[config.mk]
export PLATFORM = sky130hd
export DESIGN_NAME = scr_charger_regs
export DESIGN_NICKNAME = d
export VERILOG_FILES = /design/src/include/scr_pkg.sv /design/src/scr_charger_regs.sv /design/src/scr_sync.sv /design/src/scr_watchdog.sv
export SDC_FILE = /design/constraint.sdc
export NUM_CORES = 1
export LEC_CHECK = 0
export BUFFER_PORTS_ARGS = -buffer_cell sky130_fd_sc_hd__buf_2
export CAP_MARGIN = 10
export CORE_UTILIZATION = 55
export DETAILED_ROUTE_END_ITERATION = 10
export GPL_TIMING_DRIVEN = 0
export HOLD_SLACK_MARGIN = 0.15
export PLACE_DENSITY = 0.81
export SYNTH_ARGS = -nofsm -noshare
export SYNTH_HDL_FRONTEND = slang
export SYNTH_HIERARCHICAL = 1
export SYNTH_SLANG_ARGS = --single-unit
[constraint.sdc]
create_clock -name clock_i -period 2.9 [get_ports clock_i]
set_input_delay 0.58 -clock clock_i [delete_from_list [all_inputs] [get_ports clock_i]]
set_output_delay 0.58 -clock clock_i [all_outputs]
set_load 0.005 [all_outputs]
[src/include/scr_pkg.sv]
package scr_pkg;

   // ==========================================================
   // Clock and watchdog timing.
   // ==========================================================
   localparam longint unsigned CLK_HZ = 64'h0000_0000_05F5_E100;
   localparam longint unsigned WDOG_TIME_S = 64'h0000_0000_0000_00AF;
   localparam longint unsigned WDOG_CYCLES = WDOG_TIME_S * CLK_HZ;

   // ==========================================================
   // Bus addresses and command codes.
   // ==========================================================
   localparam logic [7:0] DEV_WR_BYTE = 8'h12;
   localparam logic [7:0] DEV_RD_BYTE = 8'h13;
   localparam logic [7:0] ALERT_RD_BYTE = 8'h19;
   localparam logic [7:0] ALERT_REPLY = 8'h13;
   localparam logic [7:0] CMD_MODE = 8'h12;
   localparam logic [7:0] CMD_STATUS = 8'h13;
   localparam logic [7:0] CMD_CURRENT = 8'h14;
   localparam logic [7:0] CMD_VOLTAGE = 8'h15;
   localparam logic [7:0] CMD_ALARM = 8'h16;

   localparam logic [3:0] BYTE_BITS = 4'h8;
   localparam logic [2:0] IDX_ADDR = 3'h0;
   localparam logic [2:0] IDX_CMD = 3'h1;
   localparam logic [2:0] IDX_LO = 3'h2;
   localparam logic [2:0] IDX_HI = 3'h3;

   // ==========================================================
   // Set point fields and limits.
   // ==========================================================
   localparam int CUR_W = 13;
   localparam int VOLT_W = 15;
   localparam int CUR_LSB = 7;
   localparam int CUR_MSB = 12;
   localparam int VOLT_LSB = 4;
   localparam int VOLT_MSB = 14;
   localparam logic [CUR_W-1:0] CUR_MAX_MA = 13'h1F80;
   localparam logic [VOLT_W-1:0] VOLT_MIN_MV = 15'h0400;
   localparam logic [VOLT_W-1:0] VOLT_MAX_MV = 15'h4B00;
   localparam logic [15:0] CUR_OR_LIMIT = 16'h1F80;
   localparam logic [15:0] VOLT_OR_LIMIT = 16'h4B00;
   localparam logic [15:0] ALARM_STOP_MASK = 16'hF000;
   localparam logic [15:0] ALARM_INHIBIT_MASK = 16'hD000;

   // ==========================================================
   // Mode command word fields.
   // ==========================================================
   localparam int MODE_OVERHEAT_HALT_ENABLE_BIT = 1;
   localparam int MODE_POR_BIT = 3;
   localparam int MODE_AC_MASK_BIT = 4;
   localparam int MODE_BP_MASK_BIT = 5;
   localparam int MODE_PF_MASK_BIT = 6;
   localparam logic [15:0] MODE_RESET = 16'h0002;

   typedef enum logic [2:0] {
      ST_IDLE = 3'h0,
      ST_RX = 3'h1,
      ST_RX_ACK = 3'h2,
      ST_TX = 3'h3,
      ST_TX_ACK = 3'h4
   } scr_bus_state_t;

endpackage

[src/scr_charger_regs.sv]
// What this block does
// Current set point is bits 7..12 weighted 128mA up to 8064mA.
// Other current bits ignored; current never exceeds 8064mA.
// Voltage set point is bits 4..14 weighted 16mV..16384mV; rest ignored.
// Voltage set point clamps to at least 1024mV.
// Voltage set point clamps to at most 19200mV.
// Alarm word with bit 12..15 set stops charging; others ignored.
// Mode bits 6, 5, 4 mask power-fail, battery and adapter interrupts.
// Entering or leaving dropout also requests an interrupt.
// Host clears interrupts by repeated reads at alert address 0x19.
// Alert read returns 0x13 and clears our interrupt request.
// Alert reply arbitrates bitwise; loser keeps request for later.
// No voltage or current command for 175s stops charging.
// Every voltage or current command restarts the watchdog.
// Open thermistor sets its bit, resets charger, clears battery present.
// Cold bit follows thermistor above 30k and does not affect charging.
// Hot bit latches below 3k; cleared by removal or reset request.
// Hot bit stops charging unless overheat_halt_enable clear or underrange set.
// Underrange bit follows thermistor below 500 ohm.
// Power-fail, battery or adapter change drives interrupt pin low.
// Alarm inhibit set by timeout or alarm bits 12,14,15; cleared by removal, reset request, or both voltage and current commands.
// Thermistor comparators pass two flip-flops before use.
module scr_charger_regs #(
   parameter longint unsigned WDOG_CYCLES = scr_pkg::WDOG_CYCLES
) (
   input wire logic clock_i,
   input wire logic reset_n_i,
   input wire logic smb_clk_i,
   input wire logic smb_data_i,
   output logic smb_data_o,
   output logic smb_data_oe_n_o,
   input wire logic power_fail_i,
   input wire logic adapter_detect_flag_i,
   input wire logic dropout_i,
   input wire logic temp_sense_open_i,
   input wire logic temp_sense_cold_i,
   input wire logic hot_pack_i,
   input wire logic temp_sense_underrange_i,
   output logic int_n_o,
   output logic charge_enable_o,
   output logic [scr_pkg::CUR_W-1:0] charge_current_ma_o,
   output logic [scr_pkg::VOLT_W-1:0] charge_voltage_mv_o
);
   import scr_pkg::*;

   localparam int SYNC_W = 9;

   function automatic logic scr_changed(input logic prev, input logic now);
      scr_changed = prev ^ now;
   endfunction

   function automatic logic [VOLT_W-1:0] scr_clamp_mv(input logic [15:0] w);
      logic [VOLT_W-1:0] raw;
      raw = {w[VOLT_MSB:VOLT_LSB], 4'h0};
      if (raw < VOLT_MIN_MV) begin
         scr_clamp_mv = VOLT_MIN_MV;
      end else if (raw > VOLT_MAX_MV) begin
         scr_clamp_mv = VOLT_MAX_MV;
      end else begin
         scr_clamp_mv = raw;
      end
   endfunction

   // ==========================================================
   // Pin synchronisers.
   // ==========================================================
   logic [SYNC_W-1:0] pins_s;
   logic scl_s, sda_s, pf_s, ac_s, drop_s, open_s, cold_s, hot_s, ur_s;

   scr_sync #(.WIDTH(SYNC_W)) u_sync (
      .clock_i(clock_i),
      .reset_n_i(reset_n_i),
      .async_i({smb_clk_i, smb_data_i, power_fail_i, adapter_detect_flag_i,
                dropout_i, temp_sense_open_i, temp_sense_cold_i, hot_pack_i,
                temp_sense_underrange_i}),
      .sync_o(pins_s)
   );

   assign {scl_s, sda_s, pf_s, ac_s, drop_s, open_s, cold_s, hot_s,
           ur_s} = pins_s;

   // ==========================================================
   // Bus framing.
   // ==========================================================
   scr_bus_state_t state_q;
   logic scl_p_q, sda_p_q;
   logic [3:0] bit_cnt_q;
   logic [2:0] byte_idx_q;
   logic [7:0] sh_q, cmd_q, lo_q;
   logic rd_q, alert_q, tx_hi_q, ack_q, sda_oe_n_q;
   logic irq_q;
   logic [15:0] status_w;

   logic start_w, stop_w, scl_rise_w, scl_fall_w, byte_done_w;
   logic wr_hit_w, rd_hit_w, alert_hit_w, ack_w, lose_w, alert_win_w;
   logic commit_w;
   logic [15:0] wr_word_w;
   logic [7:0] tx_byte_w;

   assign start_w = scl_s & sda_p_q & ~sda_s;
   assign stop_w = scl_s & ~sda_p_q & sda_s;
   assign scl_rise_w = scl_s & ~scl_p_q;
   assign scl_fall_w = ~scl_s & scl_p_q;
   assign byte_done_w = scl_fall_w & (state_q == ST_RX) &
                        (bit_cnt_q == BYTE_BITS);
   assign wr_hit_w = (sh_q == DEV_WR_BYTE);
   assign rd_hit_w = (sh_q == DEV_RD_BYTE);
   assign alert_hit_w = (sh_q == ALERT_RD_BYTE) & irq_q;
   assign ack_w = (byte_idx_q == IDX_ADDR) ?
                  (wr_hit_w | rd_hit_w | alert_hit_w) :
                  (~rd_q & (byte_idx_q <= IDX_HI));
   // A released bit read back as low means another replier won.
   assign lose_w = (state_q == ST_TX) & scl_rise_w & sda_oe_n_q &
                   ~sda_s;
   assign alert_win_w = (state_q == ST_TX_ACK) & alert_q &
                        scl_rise_w;
   assign tx_byte_w = alert_q ? ALERT_REPLY : status_w[7:0];
   assign commit_w = byte_done_w & ~rd_q & (byte_idx_q == IDX_HI);
   assign wr_word_w = {sh_q, lo_q};

   always_ff @(posedge clock_i or negedge reset_n_i) begin
      if (!reset_n_i) begin
         scl_p_q <= 1'b1;
         sda_p_q <= 1'b1;
         smb_data_o <= 1'b0;
      end else begin
         scl_p_q <= scl_s;
         sda_p_q <= sda_s;
         smb_data_o <= 1'b0;
      end
   end

   always_ff @(posedge clock_i or negedge reset_n_i) begin
      if (!reset_n_i) begin
         state_q <= ST_IDLE;
         bit_cnt_q <= 4'h0;
         byte_idx_q <= IDX_ADDR;
         sh_q <= 8'h00;
         cmd_q <= 8'h00;
         lo_q <= 8'h00;
         rd_q <= 1'b0;
         alert_q <= 1'b0;
         tx_hi_q <= 1'b0;
         ack_q <= 1'b0;
         sda_oe_n_q <= 1'b1;
      end else if (start_w) begin
         state_q <= ST_RX;
         bit_cnt_q <= 4'h0;
         byte_idx_q <= IDX_ADDR;
         rd_q <= 1'b0;
         alert_q <= 1'b0;
         tx_hi_q <= 1'b0;
         sda_oe_n_q <= 1'b1;
      end else if (stop_w) begin
         state_q <= ST_IDLE;
         sda_oe_n_q <= 1'b1;
      end else begin
         case (state_q)
            ST_RX: begin
               if (scl_rise_w) begin
                  sh_q <= {sh_q[6:0], sda_s};
                  bit_cnt_q <= bit_cnt_q + 4'h1;
               end else if (byte_done_w) begin
                  state_q <= ack_w ? ST_RX_ACK : ST_IDLE;
                  sda_oe_n_q <= ~ack_w;
                  byte_idx_q <= byte_idx_q + 3'h1;
                  if (byte_idx_q == IDX_ADDR) begin
                     rd_q <= sh_q[0];
                     alert_q <= alert_hit_w;
                  end
                  if (byte_idx_q == IDX_CMD) begin
                     cmd_q <= sh_q;
                  end
                  if (byte_idx_q == IDX_LO) begin
                     lo_q <= sh_q;
                  end
               end
            end
            ST_RX_ACK: begin
               if (scl_fall_w) begin
                  bit_cnt_q <= 4'h0;
                  state_q <= rd_q ? ST_TX : ST_RX;
                  sh_q <= tx_byte_w;
                  sda_oe_n_q <= rd_q ? tx_byte_w[7] : 1'b1;
               end
            end
            ST_TX: begin
               if (lose_w) begin
                  state_q <= ST_IDLE;
               end else if (scl_rise_w) begin
                  sh_q <= {sh_q[6:0], 1'b0};
                  bit_cnt_q <= bit_cnt_q + 4'h1;
               end else if (scl_fall_w) begin
                  if (bit_cnt_q == BYTE_BITS) begin
                     sda_oe_n_q <= 1'b1;
                     state_q <= ST_TX_ACK;
                  end else begin
                     sda_oe_n_q <= sh_q[7];
                  end
               end
            end
            ST_TX_ACK: begin
               if (scl_rise_w) begin
                  ack_q <= ~sda_s;
               end else if (scl_fall_w) begin
                  if (ack_q & ~alert_q & ~tx_hi_q) begin
                     tx_hi_q <= 1'b1;
                     bit_cnt_q <= 4'h0;
                     sh_q <= status_w[15:8];
                     sda_oe_n_q <= status_w[15];
                     state_q <= ST_TX;
                  end else begin
                     state_q <= ST_IDLE;
                  end
               end
            end
            default: begin
               state_q <= ST_IDLE;
               sda_oe_n_q <= 1'b1;
            end
         endcase
      end
   end

   // ==========================================================
   // Command registers and charging control.
   // ==========================================================
   logic commit_cur_w, commit_volt_w, commit_alarm_w, commit_mode_w;
   logic por_req_w, por_w, bat_w, removal_w, wd_restart_w, wd_exp_w;
   logic inh_set_w, inh_clr_w, hot_block_w, irq_set_w, charge_en_d;
   logic [15:0] mode_q;
   logic [CUR_W-1:0] cur_ma_q;
   logic [VOLT_W-1:0] volt_mv_q;
   logic cur_or_q, volt_or_q, alarm_stop_q, alarm_inh_q, got_v_q, got_i_q;
   logic hot_q, wd_exp_p_q, bat_p_q, pf_p_q, ac_p_q, drop_p_q;

   assign commit_cur_w = commit_w & (cmd_q == CMD_CURRENT);
   assign commit_volt_w = commit_w & (cmd_q == CMD_VOLTAGE);
   assign commit_alarm_w = commit_w & (cmd_q == CMD_ALARM);
   assign commit_mode_w = commit_w & (cmd_q == CMD_MODE);
   assign por_req_w = commit_mode_w & wr_word_w[MODE_POR_BIT];
   assign bat_w = ~open_s;
   assign por_w = por_req_w | open_s;
   assign removal_w = bat_p_q & ~bat_w;
   assign wd_restart_w = commit_cur_w | commit_volt_w;
   assign inh_set_w = (wd_exp_w & ~wd_exp_p_q) |
                      (commit_alarm_w &
                       (|(wr_word_w & ALARM_INHIBIT_MASK)));
   assign inh_clr_w = removal_w | por_req_w | (got_v_q & got_i_q);
   assign hot_block_w = hot_q & mode_q[MODE_OVERHEAT_HALT_ENABLE_BIT] &
                        ~ur_s;
   assign irq_set_w =
      (scr_changed(pf_p_q, pf_s) & ~mode_q[MODE_PF_MASK_BIT]) |
      (scr_changed(bat_p_q, bat_w) & ~mode_q[MODE_BP_MASK_BIT]) |
      (scr_changed(ac_p_q, ac_s) & ~mode_q[MODE_AC_MASK_BIT]) |
      scr_changed(drop_p_q, drop_s);
   // Cold only reports and never gates charging; underrange only overrides the hot block.
   assign charge_en_d = bat_w & ac_s & ~alarm_stop_q & ~alarm_inh_q &
                        ~wd_exp_w & ~hot_block_w;
   assign status_w = {ac_s, bat_w, pf_s, alarm_inh_q, ur_s, hot_q, cold_s,
                      open_s, volt_or_q, cur_or_q, 1'b0, 1'b1, 2'b00, 1'b0,
                      ~charge_enable_o};

   scr_watchdog #(.TIMEOUT_CYCLES(WDOG_CYCLES)) u_wdog (
      .clock_i(clock_i),
      .reset_n_i(reset_n_i),
      .restart_i(wd_restart_w),
      .expired_o(wd_exp_w)
   );

   always_ff @(posedge clock_i or negedge reset_n_i) begin
      if (!reset_n_i) begin
         mode_q <= MODE_RESET;
         cur_ma_q <= '0;
         volt_mv_q <= '0;
         cur_or_q <= 1'b0;
         volt_or_q <= 1'b0;
         alarm_stop_q <= 1'b0;
      end else if (por_w) begin
         mode_q <= MODE_RESET;
         cur_ma_q <= '0;
         volt_mv_q <= '0;
         cur_or_q <= 1'b0;
         volt_or_q <= 1'b0;
         alarm_stop_q <= 1'b0;
      end else begin
         if (commit_mode_w) begin
            mode_q <= wr_word_w;
         end
         if (commit_cur_w) begin
            cur_ma_q <= {wr_word_w[CUR_MSB:CUR_LSB], 7'h00};
            cur_or_q <= (wr_word_w > CUR_OR_LIMIT);
         end
         if (commit_volt_w) begin
            volt_mv_q <= scr_clamp_mv(wr_word_w);
            volt_or_q <= (wr_word_w > VOLT_OR_LIMIT);
         end
         if (commit_alarm_w) begin
            alarm_stop_q <= |(wr_word_w & ALARM_STOP_MASK);
         end
      end
   end

   // Set wins over clear for every latched flag except got_v_q and got_i_q, where clear wins.
   always_ff @(posedge clock_i or negedge reset_n_i) begin
      if (!reset_n_i) begin
         alarm_inh_q <= 1'b0;
         got_v_q <= 1'b0;
         got_i_q <= 1'b0;
         hot_q <= 1'b0;
         irq_q <= 1'b0;
      end else begin
         alarm_inh_q <= inh_set_w | (alarm_inh_q & ~inh_clr_w);
         got_v_q <= ~inh_set_w & ~inh_clr_w & (got_v_q | commit_volt_w);
         got_i_q <= ~inh_set_w & ~inh_clr_w & (got_i_q | commit_cur_w);
         hot_q <= hot_s | (hot_q & ~removal_w & ~por_req_w);
         irq_q <= irq_set_w | (irq_q & ~alert_win_w);
      end
   end

   always_ff @(posedge clock_i or negedge reset_n_i) begin
      if (!reset_n_i) begin
         wd_exp_p_q <= 1'b0;
         bat_p_q <= 1'b0;
         pf_p_q <= 1'b0;
         ac_p_q <= 1'b0;
         drop_p_q <= 1'b0;
         int_n_o <= 1'b1;
         charge_enable_o <= 1'b0;
         charge_current_ma_o <= '0;
         charge_voltage_mv_o <= '0;
         smb_data_oe_n_o <= 1'b1;
      end else begin
         wd_exp_p_q <= wd_exp_w;
         bat_p_q <= bat_w;
         pf_p_q <= pf_s;
         ac_p_q <= ac_s;
         drop_p_q <= drop_s;
         int_n_o <= ~irq_q;
         charge_enable_o <= charge_en_d;
         charge_current_ma_o <= cur_ma_q;
         charge_voltage_mv_o <= volt_mv_q;
         smb_data_oe_n_o <= sda_oe_n_q;
      end
   end
endmodule

[src/scr_sync.sv]
module scr_sync #(
   parameter int WIDTH = 1
) (
   input wire logic clock_i,
   input wire logic reset_n_i,
   input wire logic [WIDTH-1:0] async_i,
   output logic [WIDTH-1:0] sync_o
);

   logic [WIDTH-1:0] meta_q;

   // The first stage is read by the second stage only.
   always_ff @(posedge clock_i or negedge reset_n_i) begin
      if (!reset_n_i) begin
         meta_q <= '0;
         sync_o <= '0;
      end else begin
         meta_q <= async_i;
         sync_o <= meta_q;
      end
   end

endmodule

[src/scr_watchdog.sv]
module scr_watchdog #(
   parameter longint unsigned TIMEOUT_CYCLES = scr_pkg::WDOG_CYCLES
) (
   input wire logic clock_i,
   input wire logic reset_n_i,
   input wire logic restart_i,
   output logic expired_o
);

   localparam int CNT_W = $clog2(TIMEOUT_CYCLES + 1);
   localparam logic [CNT_W-1:0] LAST = CNT_W'(TIMEOUT_CYCLES - 1);

   logic [CNT_W-1:0] cnt_q;

   // Counts up while no command arrives and holds at expiry.
   always_ff @(posedge clock_i or negedge reset_n_i) begin
      if (!reset_n_i) begin
         cnt_q <= '0;
         expired_o <= 1'b0;
      end else if (restart_i) begin
         cnt_q <= '0;
         expired_o <= 1'b0;
      end else if (!expired_o) begin
         cnt_q <= cnt_q + CNT_W'(1);
         expired_o <= (cnt_q == LAST);
      end
   end

endmodule

==> metrics.txt <==
register area share after synthesis 0.532; FILL cells 946; drt total wl 16,200 µm; Syn Area/Cell 10.3 µm²; Worst Setup Start Kind flip-flop; Synth Area in XOR/XNOR 0.0162; Synth Warn # 6; Clock Latency Late Sink 430 ps; largest family of logic cells by synthesized area simple AND/OR/NAND/NOR gates; CTS tree yes; Yosys top cell area share 0.510; Most used DFF post-synth dfrtp_1; GR Util All Layers 0.266; Rel. slew slack 0.501; most numerous cell in the Yosys netlist dfrtp_1; post-synthesis compound-gate area fraction 0.133; Post-route DRC 0; Post-synth EDFFs 0; Remaining Overflow, GRT 0; Inst Count DP 888; PwrDens 592 mW/mm²; Num Clock Sinks 149; Setup Skew 7.50 ps; area of the multi-input gates 0.00302 mm²; Fin. Hold Viols 0; Synth async-reset ratio 1.00; kind of cell with the highest combined delay on the critical path simple AND/OR/NAND/NOR gates; post-DR vias/cell 6.05; top cells by area, synth dfrtp_1 51%, a21oi_1 4.7%, mux2_2 3.9%, nand2_1 2.6%, nor2_1 2.6%; mux contribution to synthesized area 0.0471; Max VDD drop 0.508 mV; vias in the first global route 5,325; total power 0.00483 W; count of antenna-violating nets left after detailed routing 0; Worst setup EP type flip-flop; max incr delay on CP 520 ps; num rows 40; Initial Util 0.575; Synth cell types 69; maximum clock insertion buffer count 2; Tcrit/Tclk final 0.962; initial antenna violation count 0; post-detail-place hpwl 10,700 µm; f_max 358 MHz; Tmin final 2790 ps; Setup CP Type reg -> reg; Mapped Cells 678; crit-path cells nor4b_2 -> nand3_2 -> nor3_4 -> nor2b_2 -> or3_1 -> clkbuf_4 -> or4_1 -> a21oi_1; Worst Hold Class in -> reg; status completed; Die H 115 µm; Synth area leader dfrtp_1; WP buf/inv 1; drt pass-1 iters 5; # setup viols final 0; Yosys reg bits 149; mapped cell area 0.00702 mm²; largest net degree at the start of global routing 106; full die area 0.0132 mm²; final core utilization 0.669; Pleak 3.59 nW; first-pass GRT wire length 26,800 µm; RSZ-0062 raised after global routing no; Critical Path RT 3250 ps; FF+latch area 0.00374 mm²; Hold Slack 254 ps; max cap viols 0; clock buffer count from CTS 17; H-Tree Depth 4; boundary pin count 43; post-DR wirelength/cell 17.5 µm; nets@finish 765; clock root buffer clkbuf_16; critical path fanouts, max 10; Die X 115 µm; synth cell count leaders 143 x dfrtp_1, 66 x a21oi_1, 49 x nand2_1, 48 x nor2_1, 27 x nand3_1; adder-cell share of the synthesized area 0.0175; Reg clk slew, reported paths 70 ps; arrival time of the worst setup path 3140 ps; P&R area growth vs syn 16.4%; core area 0.0122 mm²; layout cell share with drive strength beyond 1 0.195; Ant. Diodes 0; worst slew pin tran 743 ps; Port-buffer cells 30; 1st-iter DRT viols 497; Post-Synth Simple-Gate Area 0.205; CP max-delay cell or4_1; Routability Congestion 0.884; max-slew violation count 0; final cell count without fillers 926; vias 5,605
worst reg2reg max path, stage by stage (launching register included):
cell and delay, ps:
dfrtp_1 390, nor4b_2 330, nand3_2 270, nor3_4 300, nor2b_2 110, or3_1 420
clkbuf_4 210, or4_1 530, a21oi_1 160
sequential cells by signal, summed over array words and instances, names as in the netlist, 3 cells and up:
signal and cells:
u_wdog/cnt_q 35, sh_q 8, mode_q 4, cmd_q 8
charge_current_ma_o 6, volt_mv_q 11, u_sync/meta_q 9, byte_idx_q 3
u_sync/sync_o 9, lo_q 8, bit_cnt_q 4, charge_voltage_mv_o 11
state_q 3, cur_ma_q 6
final timing paths:
path                                  start  depth (start not counted)  slack (ps)          endpoint
min reg2reg                u_sync/meta_q[8]                          0         350  u_sync/sync_o[8]
max in group asynchronous         reset_n_i                          3        1400           sda_p_q
max reg2reg                        cmd_q[5]                          8         110  u_wdog/cnt_q[18]
min                               dropout_i                          1         250  u_sync/meta_q[4]
max                                cmd_q[5]                          8         110  u_wdog/cnt_q[18]
min in group asynchronous         reset_n_i                          2         650      bit_cnt_q[0]
logic make-up (layout without fill, tap and decap cells):
kind of cell / count (synthesis) / in the layout
AOI/OAI and AO/OA: 150 / 150
xor gates and xnor gates: 13 / 13
adders and majority gates: 10 / 10
buffers and inverters: 72 / 141
DFF: 149 / 149
muxes: 30 / 30
other: 1 / 12
and+or+nand+nor: 253 / 253
power breakdown:
| group | switching (W) | internal (W) |
|---|---|---|
| Clock | 0.000921 | 0.00138 |
| Combinational | 0.000249 | 0.000124 |
| Sequential | 0.0000338 | 0.00213 |
| Total | 0.00120 | 0.00363 |
cell usage in the layout (no fill, tap or decap), types with 20 or more instances in the layout:
cell type	n
dfrtp_1	143
a21oi_1	66
nand2_1	49
nor2_1	48
buf_2	38
nand3_1	27
o21ai_0	25
mux2_2	24
inv_1	23
clkbuf_1	21
buf_4	20
layer usage:
| metal | wire length (µm) | vias to the layer above | global-route usage |
|---|---|---|---|
| met4 | 435 | 0 | 0.124 |
| met1 | 6620 | 2764 | 0.343 |
| met3 | 1040 | 43 | 0.0548 |
| met5 | 0 | - | 0 |
| li1 | - | 2556 | - |
| met2 | 8110 | 242 | 0.434 |
layout make-up:
cell class	instances	area share
inverters	23	0.0106
plain buffers	48	0.0315
clock buffers	18	0.0525
clock inverters	14	0.0231
well taps	168	0.0257
multi-input cells	468	0.370
repair buffers	38	0.0292
flip-flops and latches	149	0.457
through the flow:
step / area (µm²) / worst slack [ps] / setup TNS, ps
after floorplan: 7070 / 18.0 / 0
after global placement: 7430 / -726 / -107880
after detailed placement: 7460 / -583 / -6720
after CTS: 8150 / 2.78 / 0
after global routing: 8170 / 3.54 / 0
final: 8170 / 111 / 0
repair_timing:
item,4_1_cts,5_1_grt
cloned,0,0
endpoints found under the hold margin,42,0
pin swaps,1,1
gates resized for setup,10,4
setup endpoints to repair,29,18
hold buffers,1,0
buffers inserted,3,3
No activity file was read; power rests on OpenSTA's default activity.
